--- src/serial_host_pkg.sv ---
// Constants shared by the two-channel serial host interface
package serial_host_pkg;
  // -----------------------------------------------------------------
  // Register pointers and commands
  // -----------------------------------------------------------------
  localparam logic [2:0] PTR_BASE = 3'h0;
  localparam logic [2:0] PTR_INT_ENABLE = 3'h1;
  localparam logic [2:0] PTR_VECTOR_MODE = 3'h2;
  localparam logic [2:0] PTR_RECEIVER = 3'h3;
  localparam logic [2:0] PTR_FORMAT = 3'h4;
  localparam logic [2:0] PTR_TRANSMITTER = 3'h5;
  localparam logic [2:0] PTR_STATUS_ERR = 3'h1;
  localparam logic [2:0] PTR_STATUS_VEC = 3'h2;
  // Base-register command field, bits 5:3
  localparam int CMD_LSB = 3;
  localparam logic [2:0] CMD_NULL = 3'h0;
  localparam logic [2:0] CMD_RESET_EXT = 3'h2;
  localparam logic [2:0] CMD_CHANNEL_RESET = 3'h3;
  localparam logic [2:0] CMD_ERROR_RESET = 3'h6;
  localparam logic [2:0] CMD_END_OF_INT = 3'h7;
  // -----------------------------------------------------------------
  // Field positions
  // -----------------------------------------------------------------
  localparam int FMT_DIV_LSB = 6;
  localparam int FMT_STOP_LSB = 2;
  localparam int FMT_PAR_EVEN = 1;
  localparam int FMT_PAR_EN = 0;
  localparam logic [1:0] DIV_X16 = 2'h1;
  localparam logic [1:0] STOP_TWO = 2'h3;
  localparam int RXC_LEN_LSB = 6;
  localparam int RXC_AUTO = 5;
  localparam int RXC_EN = 0;
  localparam int TXC_DTR = 7;
  localparam int TXC_LEN_LSB = 5;
  localparam int TXC_BREAK = 4;
  localparam int TXC_EN = 3;
  localparam int TXC_RTS = 1;
  localparam int MODE_VIM_LSB = 3;
  localparam int MODE_PRIO = 2;
  localparam int MODE_CFG_LSB = 0;
  localparam int IE_RX_LSB = 3;
  localparam int IE_SAV = 2;
  localparam int IE_TX = 1;
  localparam int IE_EXT = 0;
  localparam logic [1:0] RXI_OFF = 2'h0;
  localparam int ERR_PARITY = 4;
  localparam int ERR_OVERRUN = 5;
  localparam int ERR_FRAMING = 6;
  localparam logic [7:0] ZERO8 = 8'h00;
  localparam logic [7:0] ONES8 = 8'hff;
  localparam int OVERSAMPLE = 16;
  // Vector low-bit codes, channel B then channel A
  localparam logic [2:0] VEC_TX = 3'h0;
  localparam logic [2:0] VEC_EXT = 3'h1;
  localparam logic [2:0] VEC_RX = 3'h2;
  localparam logic [2:0] VEC_ERR = 3'h3;
  localparam logic [2:0] VEC_NONE = 3'h7;
  localparam logic [2:0] VEC_CHA = 3'h4;
endpackage : serial_host_pkg

--- src/dual_async_serial_host_interface.sv ---
// Two-channel async serial controller: host registers and interrupt logic
`timescale 1ns/10ps
`default_nettype none
// Notes on behaviour
// - One direct command register per channel; five others via its pointer.
// - Select low picks data/command, select high picks channel A/B.
// - Single active-low interrupt request output.
// - Acknowledge cycle puts the applicable vector on the data bus.
// - Up to eight vectors from transfer, status and error conditions.
// - Base vector is programmable by software.
// - Channel B vector register holds 8 bits; low bits vary by condition.
// - Format: divisor 7:6, stop bits 3:2, parity sense 1, parity enable 0.
// - Receiver: length 7:6, auto enable 5, receiver enable 0.
// - Transmitter: DTR 7, length 6:5, break 4, enable 3, RTS 1.
// - Mode: vectored mode 5:3, priority 2, configuration 1:0.
// - Enables: receive mode 4:3, status-affects-vector 2, transmit 1, external 0.
// - Sixteen-times baud clock selected by divisor field.
// - Supports 8 data bits, no parity, two stop bits.
// - Interrupt on every received character with variable vector.
// - Transmit interrupt raised when buffer becomes empty, not while empty.
// - End-of-interrupt clears serviced vector, lets other requests through.
// - Parity, overrun, framing errors give error vector and error status.
module dual_async_serial_host_interface
(
  input wire logic ref_clk,
  input wire logic rst_n,
  input wire logic chipSelect_n,
  input wire logic read_n,
  input wire logic write_n,
  input wire logic register_select_low,
  input wire logic register_select_high,
  input wire logic interrupt_acknowledge_n,
  input wire logic [7:0] dataIn,
  output logic [7:0] dataOut,
  output logic dataOutEnable,
  input wire logic [1:0] rxValid,
  input wire logic [15:0] rxData,
  input wire logic [1:0] rxParityErr,
  input wire logic [1:0] rxFramingErr,
  input wire logic [1:0] txBusy,
  input wire logic [1:0] extChange,
  output logic [1:0] txLoad,
  output logic [15:0] txData,
  output logic [7:0] charFormatA,
  output logic [7:0] charFormatB,
  output logic [7:0] rxControlA,
  output logic [7:0] rxControlB,
  output logic [7:0] txControlA,
  output logic [7:0] txControlB,
  output logic [1:0] baudX16,
  output logic interrupt_request_n
);
  // -----------------------------------------------------------------
  // Bus decode
  // -----------------------------------------------------------------
  logic wrStrobe;
  logic rdStrobe;
  logic ackCycle;
  logic writeSeen_q;
  logic chan;
  assign chan = register_select_high; // 0 = A, 1 = B
  // One action per write cycle, on its first clock
  assign wrStrobe = !chipSelect_n && !write_n && !writeSeen_q;
  assign rdStrobe = !chipSelect_n && !read_n;
  assign ackCycle = !interrupt_acknowledge_n;
  always_ff @(posedge ref_clk)
  begin
    if (!rst_n)
      writeSeen_q <= 1'b0;
    else
      writeSeen_q <= !chipSelect_n && !write_n;
  end
  // -----------------------------------------------------------------
  // Write registers, per channel
  // -----------------------------------------------------------------
  logic [2:0] pointer_q [2];
  logic [7:0] intEnable_q [2];
  logic [7:0] rxCtl_q [2];
  logic [7:0] fmt_q [2];
  logic [7:0] txCtl_q [2];
  logic [7:0] vectorBase_q;
  logic [7:0] intMode_q;
  logic [1:0] endIntPulse;
  logic [1:0] errReset;
  logic [1:0] chanReset;
  logic cmdWrite;
  logic [2:0] cmdCode;
  assign cmdWrite = wrStrobe && register_select_low;
  assign cmdCode = dataIn[serial_host_pkg::CMD_LSB+:3];
  for (genvar c = 0; c < 2; c++)
  begin : g_chan
    logic isBase;
    assign isBase = (pointer_q[c] == serial_host_pkg::PTR_BASE);
    assign endIntPulse[c] = cmdWrite && chan == c[0] && isBase
                         && cmdCode == serial_host_pkg::CMD_END_OF_INT;
    assign errReset[c] = cmdWrite && chan == c[0] && isBase
                         && cmdCode == serial_host_pkg::CMD_ERROR_RESET;
    assign chanReset[c] = cmdWrite && chan == c[0] && isBase
                          && cmdCode == serial_host_pkg::CMD_CHANNEL_RESET;
    always_ff @(posedge ref_clk)
    begin
      if (!rst_n || chanReset[c])
      begin
        pointer_q[c] <= serial_host_pkg::PTR_BASE;
        intEnable_q[c] <= serial_host_pkg::ZERO8;
        rxCtl_q[c] <= serial_host_pkg::ZERO8;
        fmt_q[c] <= serial_host_pkg::ZERO8;
        txCtl_q[c] <= serial_host_pkg::ZERO8;
      end
      else if (cmdWrite && chan == c[0])
      begin
        if (isBase)
          pointer_q[c] <= dataIn[2:0];
        else
        begin
          pointer_q[c] <= serial_host_pkg::PTR_BASE;
          case (pointer_q[c])
            serial_host_pkg::PTR_INT_ENABLE: intEnable_q[c] <= dataIn;
            serial_host_pkg::PTR_RECEIVER: rxCtl_q[c] <= dataIn;
            serial_host_pkg::PTR_FORMAT: fmt_q[c] <= dataIn;
            serial_host_pkg::PTR_TRANSMITTER: txCtl_q[c] <= dataIn;
            default: ;
          endcase
        end
      end
      else if (rdStrobe && register_select_low && chan == c[0] && !isBase)
        pointer_q[c] <= serial_host_pkg::PTR_BASE;
    end
  end
  // Shared vector/mode register: B holds vector, A holds mode
  always_ff @(posedge ref_clk)
  begin
    if (!rst_n)
    begin
      vectorBase_q <= serial_host_pkg::ZERO8;
      intMode_q <= serial_host_pkg::ZERO8;
    end
    else if (cmdWrite && pointer_q[chan] == serial_host_pkg::PTR_VECTOR_MODE)
    begin
      if (chan)
        vectorBase_q <= dataIn;
      else
        intMode_q <= dataIn;
    end
  end
  // -----------------------------------------------------------------
  // Pending conditions
  // -----------------------------------------------------------------
  // Index: bit 0 tx, 1 ext, 2 rx, 3 err, per channel
  logic [3:0] pend_q [2];
  logic [7:0] errStat_q [2];
  logic [7:0] rxHold_q [2];
  logic [1:0] rxFull_q;
  logic [1:0] txBusyPrev_q;
  logic [1:0] inService_q;
  logic [1:0] txWrite;
  logic [1:0] rxRead;

  for (genvar c = 0; c < 2; c++)
  begin : g_pend
    logic txEmptied;
    logic rxIe;
    logic overrun;
    logic anyErr;
    assign txWrite[c] = wrStrobe && !register_select_low && chan == c[0];
    assign rxRead[c] = rdStrobe && !register_select_low && chan == c[0];
    assign txEmptied = txBusyPrev_q[c] && !txBusy[c];
    assign rxIe = intEnable_q[c][serial_host_pkg::IE_RX_LSB+:2] != serial_host_pkg::RXI_OFF;
    assign overrun = rxValid[c] && rxFull_q[c] && !rxRead[c];
    assign anyErr = rxValid[c] && (rxParityErr[c] || rxFramingErr[c] || overrun);
    always_ff @(posedge ref_clk)
    begin
      if (!rst_n || chanReset[c])
        txBusyPrev_q[c] <= 1'b0;
      else
        txBusyPrev_q[c] <= txBusy[c];
    end

    always_ff @(posedge ref_clk)
    begin
      if (!rst_n || chanReset[c])
      begin
        rxHold_q[c] <= serial_host_pkg::ZERO8;
        rxFull_q[c] <= 1'b0;
      end
      else if (rxValid[c])
      begin
        rxHold_q[c] <= rxData[8*c+:8];
        rxFull_q[c] <= 1'b1;
      end
      else if (rxRead[c])
        rxFull_q[c] <= 1'b0;
    end
    // Latched errors; a new error wins over the reset command
    always_ff @(posedge ref_clk)
    begin
      if (!rst_n || chanReset[c])
        errStat_q[c] <= serial_host_pkg::ZERO8;
      else
      begin
        errStat_q[c][serial_host_pkg::ERR_PARITY] <= (rxValid[c] && rxParityErr[c])
          || (errStat_q[c][serial_host_pkg::ERR_PARITY] && !errReset[c]);
        errStat_q[c][serial_host_pkg::ERR_OVERRUN] <= overrun
          || (errStat_q[c][serial_host_pkg::ERR_OVERRUN] && !errReset[c]);
        errStat_q[c][serial_host_pkg::ERR_FRAMING] <= (rxValid[c] && rxFramingErr[c])
          || (errStat_q[c][serial_host_pkg::ERR_FRAMING] && !errReset[c]);
      end
    end
    // Set wins over clear; each source is cleared by its own host action
    always_ff @(posedge ref_clk)
    begin
      if (!rst_n || chanReset[c])
        pend_q[c] <= 4'h0;
      else
      begin
        pend_q[c][0] <= (txEmptied && intEnable_q[c][serial_host_pkg::IE_TX])
                        || (pend_q[c][0] && !txWrite[c]);
        pend_q[c][1] <= (extChange[c] && intEnable_q[c][serial_host_pkg::IE_EXT])
                        || (pend_q[c][1] && !(cmdWrite && chan == c[0]
                        && pointer_q[c] == serial_host_pkg::PTR_BASE
                        && cmdCode == serial_host_pkg::CMD_RESET_EXT));
        pend_q[c][2] <= (rxValid[c] && rxIe && !anyErr)
                        || (pend_q[c][2] && !rxRead[c]);
        pend_q[c][3] <= (anyErr && rxIe) || (pend_q[c][3] && !errReset[c]);
      end
    end
  end

  // -----------------------------------------------------------------
  // Interrupt arbitration and vector
  // -----------------------------------------------------------------
  function automatic logic [2:0] pickCode(input logic [3:0] p);
    logic [2:0] code;
    code = serial_host_pkg::VEC_NONE;
    if (p[3])
      code = serial_host_pkg::VEC_ERR;
    else if (p[2])
      code = serial_host_pkg::VEC_RX;
    else if (p[0])
      code = serial_host_pkg::VEC_TX;
    else if (p[1])
      code = serial_host_pkg::VEC_EXT;
    return code;
  endfunction : pickCode

  logic [2:0] winCode;
  logic anyPend;
  logic winChan;
  assign anyPend = (|pend_q[0]) || (|pend_q[1]);
  // Channel A outranks B
  assign winChan = !(|pend_q[0]);
  assign winCode = !anyPend ? serial_host_pkg::VEC_NONE
                 : winChan ? pickCode(pend_q[1])
                 : (pickCode(pend_q[0]) | serial_host_pkg::VEC_CHA);
  logic [7:0] vectorNow;
  always_comb
  begin
    vectorNow = vectorBase_q;
    if (intEnable_q[1][serial_host_pkg::IE_SAV])
      vectorNow[2:0] = winCode;
  end
  // Hold request off while a vector is in service, until end of interrupt
  always_ff @(posedge ref_clk)
  begin
    if (!rst_n)
      inService_q <= 2'h0;
    else if (ackCycle && anyPend)
      inService_q <= {winChan, !winChan};
    else if (|endIntPulse)
      inService_q <= 2'h0;
  end
  always_ff @(posedge ref_clk)
  begin
    if (!rst_n)
      interrupt_request_n <= 1'b1;
    else
      interrupt_request_n <= !(anyPend && !(|inService_q));
  end
  // -----------------------------------------------------------------
  // Read data
  // -----------------------------------------------------------------
  always_ff @(posedge ref_clk)
  begin
    if (!rst_n)
    begin
      dataOut <= serial_host_pkg::ZERO8;
      dataOutEnable <= 1'b0;
    end
    else
    begin
      dataOutEnable <= rdStrobe || ackCycle;
      if (ackCycle)
        dataOut <= vectorNow;
      else if (!register_select_low)
        dataOut <= rxHold_q[chan];
      else if (pointer_q[chan] == serial_host_pkg::PTR_STATUS_ERR)
        dataOut <= errStat_q[chan];
      else if (pointer_q[chan] == serial_host_pkg::PTR_STATUS_VEC && chan)
        dataOut <= vectorNow;
      else
        dataOut <= {5'h00, !txBusy[chan], 1'b0, rxFull_q[chan]};
    end
  end
  // -----------------------------------------------------------------
  // Outputs to the serial engines
  // -----------------------------------------------------------------
  always_ff @(posedge ref_clk)
  begin
    if (!rst_n)
    begin
      txLoad <= 2'h0;
      txData <= 16'h0000;
      charFormatA <= serial_host_pkg::ZERO8;
      charFormatB <= serial_host_pkg::ZERO8;
      rxControlA <= serial_host_pkg::ZERO8;
      rxControlB <= serial_host_pkg::ZERO8;
      txControlA <= serial_host_pkg::ZERO8;
      txControlB <= serial_host_pkg::ZERO8;
      baudX16 <= 2'h0;
    end
    else
    begin
      txLoad <= txWrite;
      if (|txWrite)
        txData <= {dataIn, dataIn};
      charFormatA <= fmt_q[0];
      charFormatB <= fmt_q[1];
      rxControlA <= rxCtl_q[0];
      rxControlB <= rxCtl_q[1];
      txControlA <= txCtl_q[0];
      txControlB <= txCtl_q[1];
      baudX16 <= {fmt_q[1][serial_host_pkg::FMT_DIV_LSB+:2] == serial_host_pkg::DIV_X16,
                  fmt_q[0][serial_host_pkg::FMT_DIV_LSB+:2] == serial_host_pkg::DIV_X16};
    end
  end
endmodule : dual_async_serial_host_interface
`default_nettype wire

--- config.mk ---
export PLATFORM = sky130hd
export DESIGN_NAME = dual_async_serial_host_interface
export DESIGN_NICKNAME = d
export VERILOG_FILES = /design/src/serial_host_pkg.sv /design/src/dual_async_serial_host_interface.sv
export SDC_FILE = /design/constraint.sdc
export NUM_CORES = 1
export LEC_CHECK = 0
export ABC_AREA = 0
export BUFFER_PORTS_ARGS = -buffer_cell sky130_fd_sc_hd__buf_2
export CORE_MARGIN = 2
export CORE_UTILIZATION = 55
export CTS_CLUSTER_DIAMETER = 50
export DETAILED_ROUTE_END_ITERATION = 10
export PLACE_DENSITY = 0.82
export SLEW_MARGIN = 10
export SYNTH_ARGS = -nofsm -noshare
export SYNTH_HDL_FRONTEND = slang
export SYNTH_SLANG_ARGS = --single-unit
--- constraint.sdc ---
create_clock -name ref_clk -period 3.9 [get_ports ref_clk]
set_input_delay 0.39 -clock ref_clk [delete_from_list [all_inputs] [get_ports ref_clk]]
set_output_delay 0.39 -clock ref_clk [all_outputs]
set_load 0.02 [all_outputs]
==> Implementation_results.wiki <==
{| class="wikitable"
! Metric !! Value
|-
| Result of the run || complete, no violations
|-
| Top_reg_cell synth || sky130_fd_sc_hd__dfxtp_1
|-
| Cell types with the largest area share after synthesis || sky130_fd_sc_hd__edfxtp_1 (35%), sky130_fd_sc_hd__dfxtp_1 (29%), sky130_fd_sc_hd__and2_1 (10%)
|-
| Post-Syn Area || 6759 µm²
|-
| Worst ir drop on vdd || around 0.26 mV
|-
| Worst Hold Path Cells || 2
|-
| Sinks on Clock Net || between 150 and 200
|-
| Detailed router's first-iteration violation count || around 370
|-
| Area growth syn-to-layout || 17.03%
|-
| Area of the placeable core || approximately 12000 µm²
|-
| Endpoint of the lowest-slack register-to-register path || fmt_q[1][4]
|-
| Highest clock frequency the design can meet || between 0.4 and 0.5 GHz
|-
| Cell taking the most area after synthesis || sky130_fd_sc_hd__edfxtp_1
|-
| Cell with the most instances after synthesis || sky130_fd_sc_hd__and2_1
|-
| Count of instances resized after the clock tree is built || 0
|-
| Max-cap check violation count || 0
|-
| Vias in the first global route || approximately 4300
|-
| Min-Delay Path Class || in2reg
|-
| Total detailed-routing wirelength || 14.14 mm
|-
| Std-Cell Rows || 40
|-
| Cell Count Post-Placement || approximately 800
|-
| H-tree depth reported by CTS || 4
|-
| Maximum fanout along the worst path || 26
|-
| Leading post-synthesis cells by instance count || sky130_fd_sc_hd__and2_1 (113), sky130_fd_sc_hd__dfxtp_1 (99), sky130_fd_sc_hd__edfxtp_1 (79)
|-
| Count of buffers added by post-CTS timing repair for setup || 0
|-
| Worst slew pin tran || ~1.1 ns
|-
| Number of buffers added by the clock tree synthesis step || 17
|-
| Non-Filler Instances || 843
|-
| Required time worst endpoint || about 3.9 ns
|-
| Max-slew headroom || approximately 24%
|-
| CTS max path bufs || 2
|-
| Power density normalized to cell area || 490.6 nW/µm²
|-
| Source-to-sink clock delay at the later pin of the worst-skew pair || roughly 0.43 ns
|-
| Design Power || 0.003880 W
|-
| Cell variety after synth || 56
|-
| Vias/cell || roughly 5.5
|-
| I/O pin cnt || 120
|-
| Average cell area after synthesis || approximately 12 µm²
|-
| Kind of launch point of the worst setup path || input port
|-
| Highest cell delay on the worst timing path || approximately 0.93 ns
|-
| Average routed wire per standard cell || around 17 µm
|-
| Share of async-settable or async-resettable flops after synthesis || 0%
|-
| Sequential share of the synthesized area || between 60% and 70%
|-
| Layout Nets || 725
|-
| Antenna violations before repair || 0
|-
| Die span in x || ~110 µm
|-
| # hold bufs at CTS || 0
|-
| DP HPWL || around 10 mm
|-
| Post-Route Skew || 0.007693 ns
|-
| Pin count of the biggest net entering global routing || 65
|-
| Total gr overflow || 0
|-
| Number of I/O port buffers || between 100 and 150
|-
| Placed cell areas || between 7000 and 8000 µm²
|-
| Crit path DAT || 2.38 ns
|-
| Number of iterations in the first detailed-routing pass || 5
|-
| Launch point of the worst reg-to-reg path || writeSeen_q
|-
| Clock tree from TritonCTS || done
|-
| Category of the worst setup path capture point || register
|-
| Crit-path slowest cell || sky130_fd_sc_hd__o31ai_1
|-
| Total number of vias || ~4600
|-
| Number of inserted filler cells in the final layout || between 900 and 1000
|-
| Hold Crit Start || rxParityErr[0]
|-
| Wire length of the first global-routing pass || between 20 and 25 mm
|-
| Syn. warnings || 0
|-
| Static leakage || 3.329 nW
|-
| Initial cell density of the core || a little under three fifths
|-
| Number of synthesized flops with an enable pin || 79
|-
| Final cycle utilization of the critical path || between 50% and 60%
|-
| Fraction of synthesized cell area taken by the top area cell type || a little over a third
|-
| Net count of the mapped netlist || 623
|-
| Number of buffers and inverters on the critical path || 1
|-
| Global router's overall resource usage || around 22%
|-
| Final weighted congestion in routability-driven placement || around 0.95
|-
| Setup TNS || 0 ns
|-
| Endpoint with the worst hold slack || errStat_q[0][0]
|-
| Cell count after synthesis || approximately 580
|-
| Master cell of the clock root buffer || sky130_fd_sc_hd__clkbuf_16
|-
| Number of pins with negative max-slew slack in the final report || 0
|-
| Clock period minus worst slack || 2.339 ns
|-
| Final cell area excluding filler cells || just under 8000 µm²
|-
| Unrepaired setup endpoints after global routing || false
|-
| Routed Antenna Nets || 0
|-
| Worst-case register-to-register setup slack || ~1.6 ns
|-
| Proportion of layout cells with a drive suffix above 1 || between 20 and 25%
|-
| Number of antenna cells inserted || 0
|-
| Crit path max-delay family || compound AO/OA/AOI/OAI gates
|-
| R2R depth || 3
|-
| Die height || approximately 110 µm
|-
| Ordered list of cells on the worst path || buf_2 > and2_0 > nand3_2 > o31ai_1
|-
| Count of state elements after synthesis || 178
|-
| Final count of hold timing violations || 0
|-
| Area enclosed by the die boundary || roughly 13000 µm²
|-
| Final setup violation count || 0
|-
| Worst setup path class || in2reg
|-
| Clock Pin Slew Worst Setup and Hold Paths || around 0.060 ns
|-
| Drt drc || 0
|}
worst max path at each step:
| stage | startpoint | endpoint | cells after the start |
|---|---|---|---|
| 3_5_place_dp | register_select_high | fmt_q[1][6] | 4 |
| 3_3_place_gp | register_select_high | fmt_q[1][6] | 4 |
| 5_1_grt | writeSeen_q | txCtl_q[0][1] | 3 |
| 4_1_cts | writeSeen_q | fmt_q[1][1] | 3 |
| 2_1_floorplan | chipSelect_n | fmt_q[1][0] | 5 |
| 6_report | register_select_high | fmt_q[1][4] | 4 |
state kept, by name (all words and copies together), names as in the netlist, 9 cells and up:
name         count
intEnable_q      9
rxCtl_q         16
txCtl_q         16
rxHold_q        16
fmt_q           16
report_power, final:
| group | internal (W) | switching, W | leakage (nW) |
|---|---|---|---|
| Clock | 0.000869 | 0.000667 | 0.260 |
| Sequential | 0.00203 | 0.0000354 | 1.64 |
| Combinational | 0.0000985 | 0.000183 | 1.43 |
worst reg2reg max path: stages, from the launching register on:
cell	delay (ns)
sky130_fd_sc_hd__dfxtp_1	0.36
sky130_fd_sc_hd__nor3_4	0.42
sky130_fd_sc_hd__nand3_2	0.22
sky130_fd_sc_hd__o31ai_1	0.93
metal layers:
metal  wire [µm]  global-route usage [%]
met5           0                       0
met4         286                   9.880
met3        1038                   5.851
met2        6941                   36.16
met1        5872                   28.26
cell families (layout without fill, tap and decap cells):
group / count (synthesis) / in the layout / share of synthesized area (%)
compound gates: 80 / 80 / 7.886
simple gates: 265 / 265 / 22.49
flops: 178 / 178 / 64.42
mux: 12 / 12 / 1.907
xor+xnor: 1 / 1 / 0.1296
buf+inv: 45 / 160 / 3.165
placed cells by master (no fill, tap or decap), types with 7 or more instances in the layout:
master                      netlist  routed
sky130_fd_sc_hd__nor3_1          11      11
sky130_fd_sc_hd__nand3_1          7       7
sky130_fd_sc_hd__and2_1         113     113
sky130_fd_sc_hd__nand2b_1         9       9
sky130_fd_sc_hd__nand2_1         54      54
sky130_fd_sc_hd__edfxtp_1        79      79
sky130_fd_sc_hd__nor2_1          24      24
sky130_fd_sc_hd__o21ai_0         12      12
sky130_fd_sc_hd__clkbuf_16        0      18
sky130_fd_sc_hd__buf_2            5     119
sky130_fd_sc_hd__a21oi_1         25      25
sky130_fd_sc_hd__dfxtp_1         99      99
sky130_fd_sc_hd__and3_1          22      22
sky130_fd_sc_hd__mux2_2           7       7
sky130_fd_sc_hd__o22ai_1          7       7
per-stage QoR:
step / hold WS [ns] / setup WS, ns / utilization [%]
floorplan: 0.4021 / 1.694 / -
global route: 0.1783 / 1.390 / 65.85
global placement: 0.4244 / 1.257 / 61.39
CTS: 0.1820 / 1.577 / 65.85
finish: 0.1987 / 1.561 / 65.85
detailed placement: 0.4222 / 1.110 / 61.39
area by class of cell:
| type | instances | area, µm² | area share [%] |
|---|---|---|---|
| sequential | 178 | 4354 | 55.05 |
| inverter | 5 | 18.77 | 0.2373 |
| tap | 147 | 183.9 | 2.325 |
| clock buffer | 24 | 483.0 | 6.106 |
| clock inverter | 8 | 53.80 | 0.6802 |
| timing repair buffer | 123 | 625.6 | 7.909 |
| multi-input combinational | 358 | 2191 | 27.70 |
No activity file was read; power rests on OpenSTA's default activity.
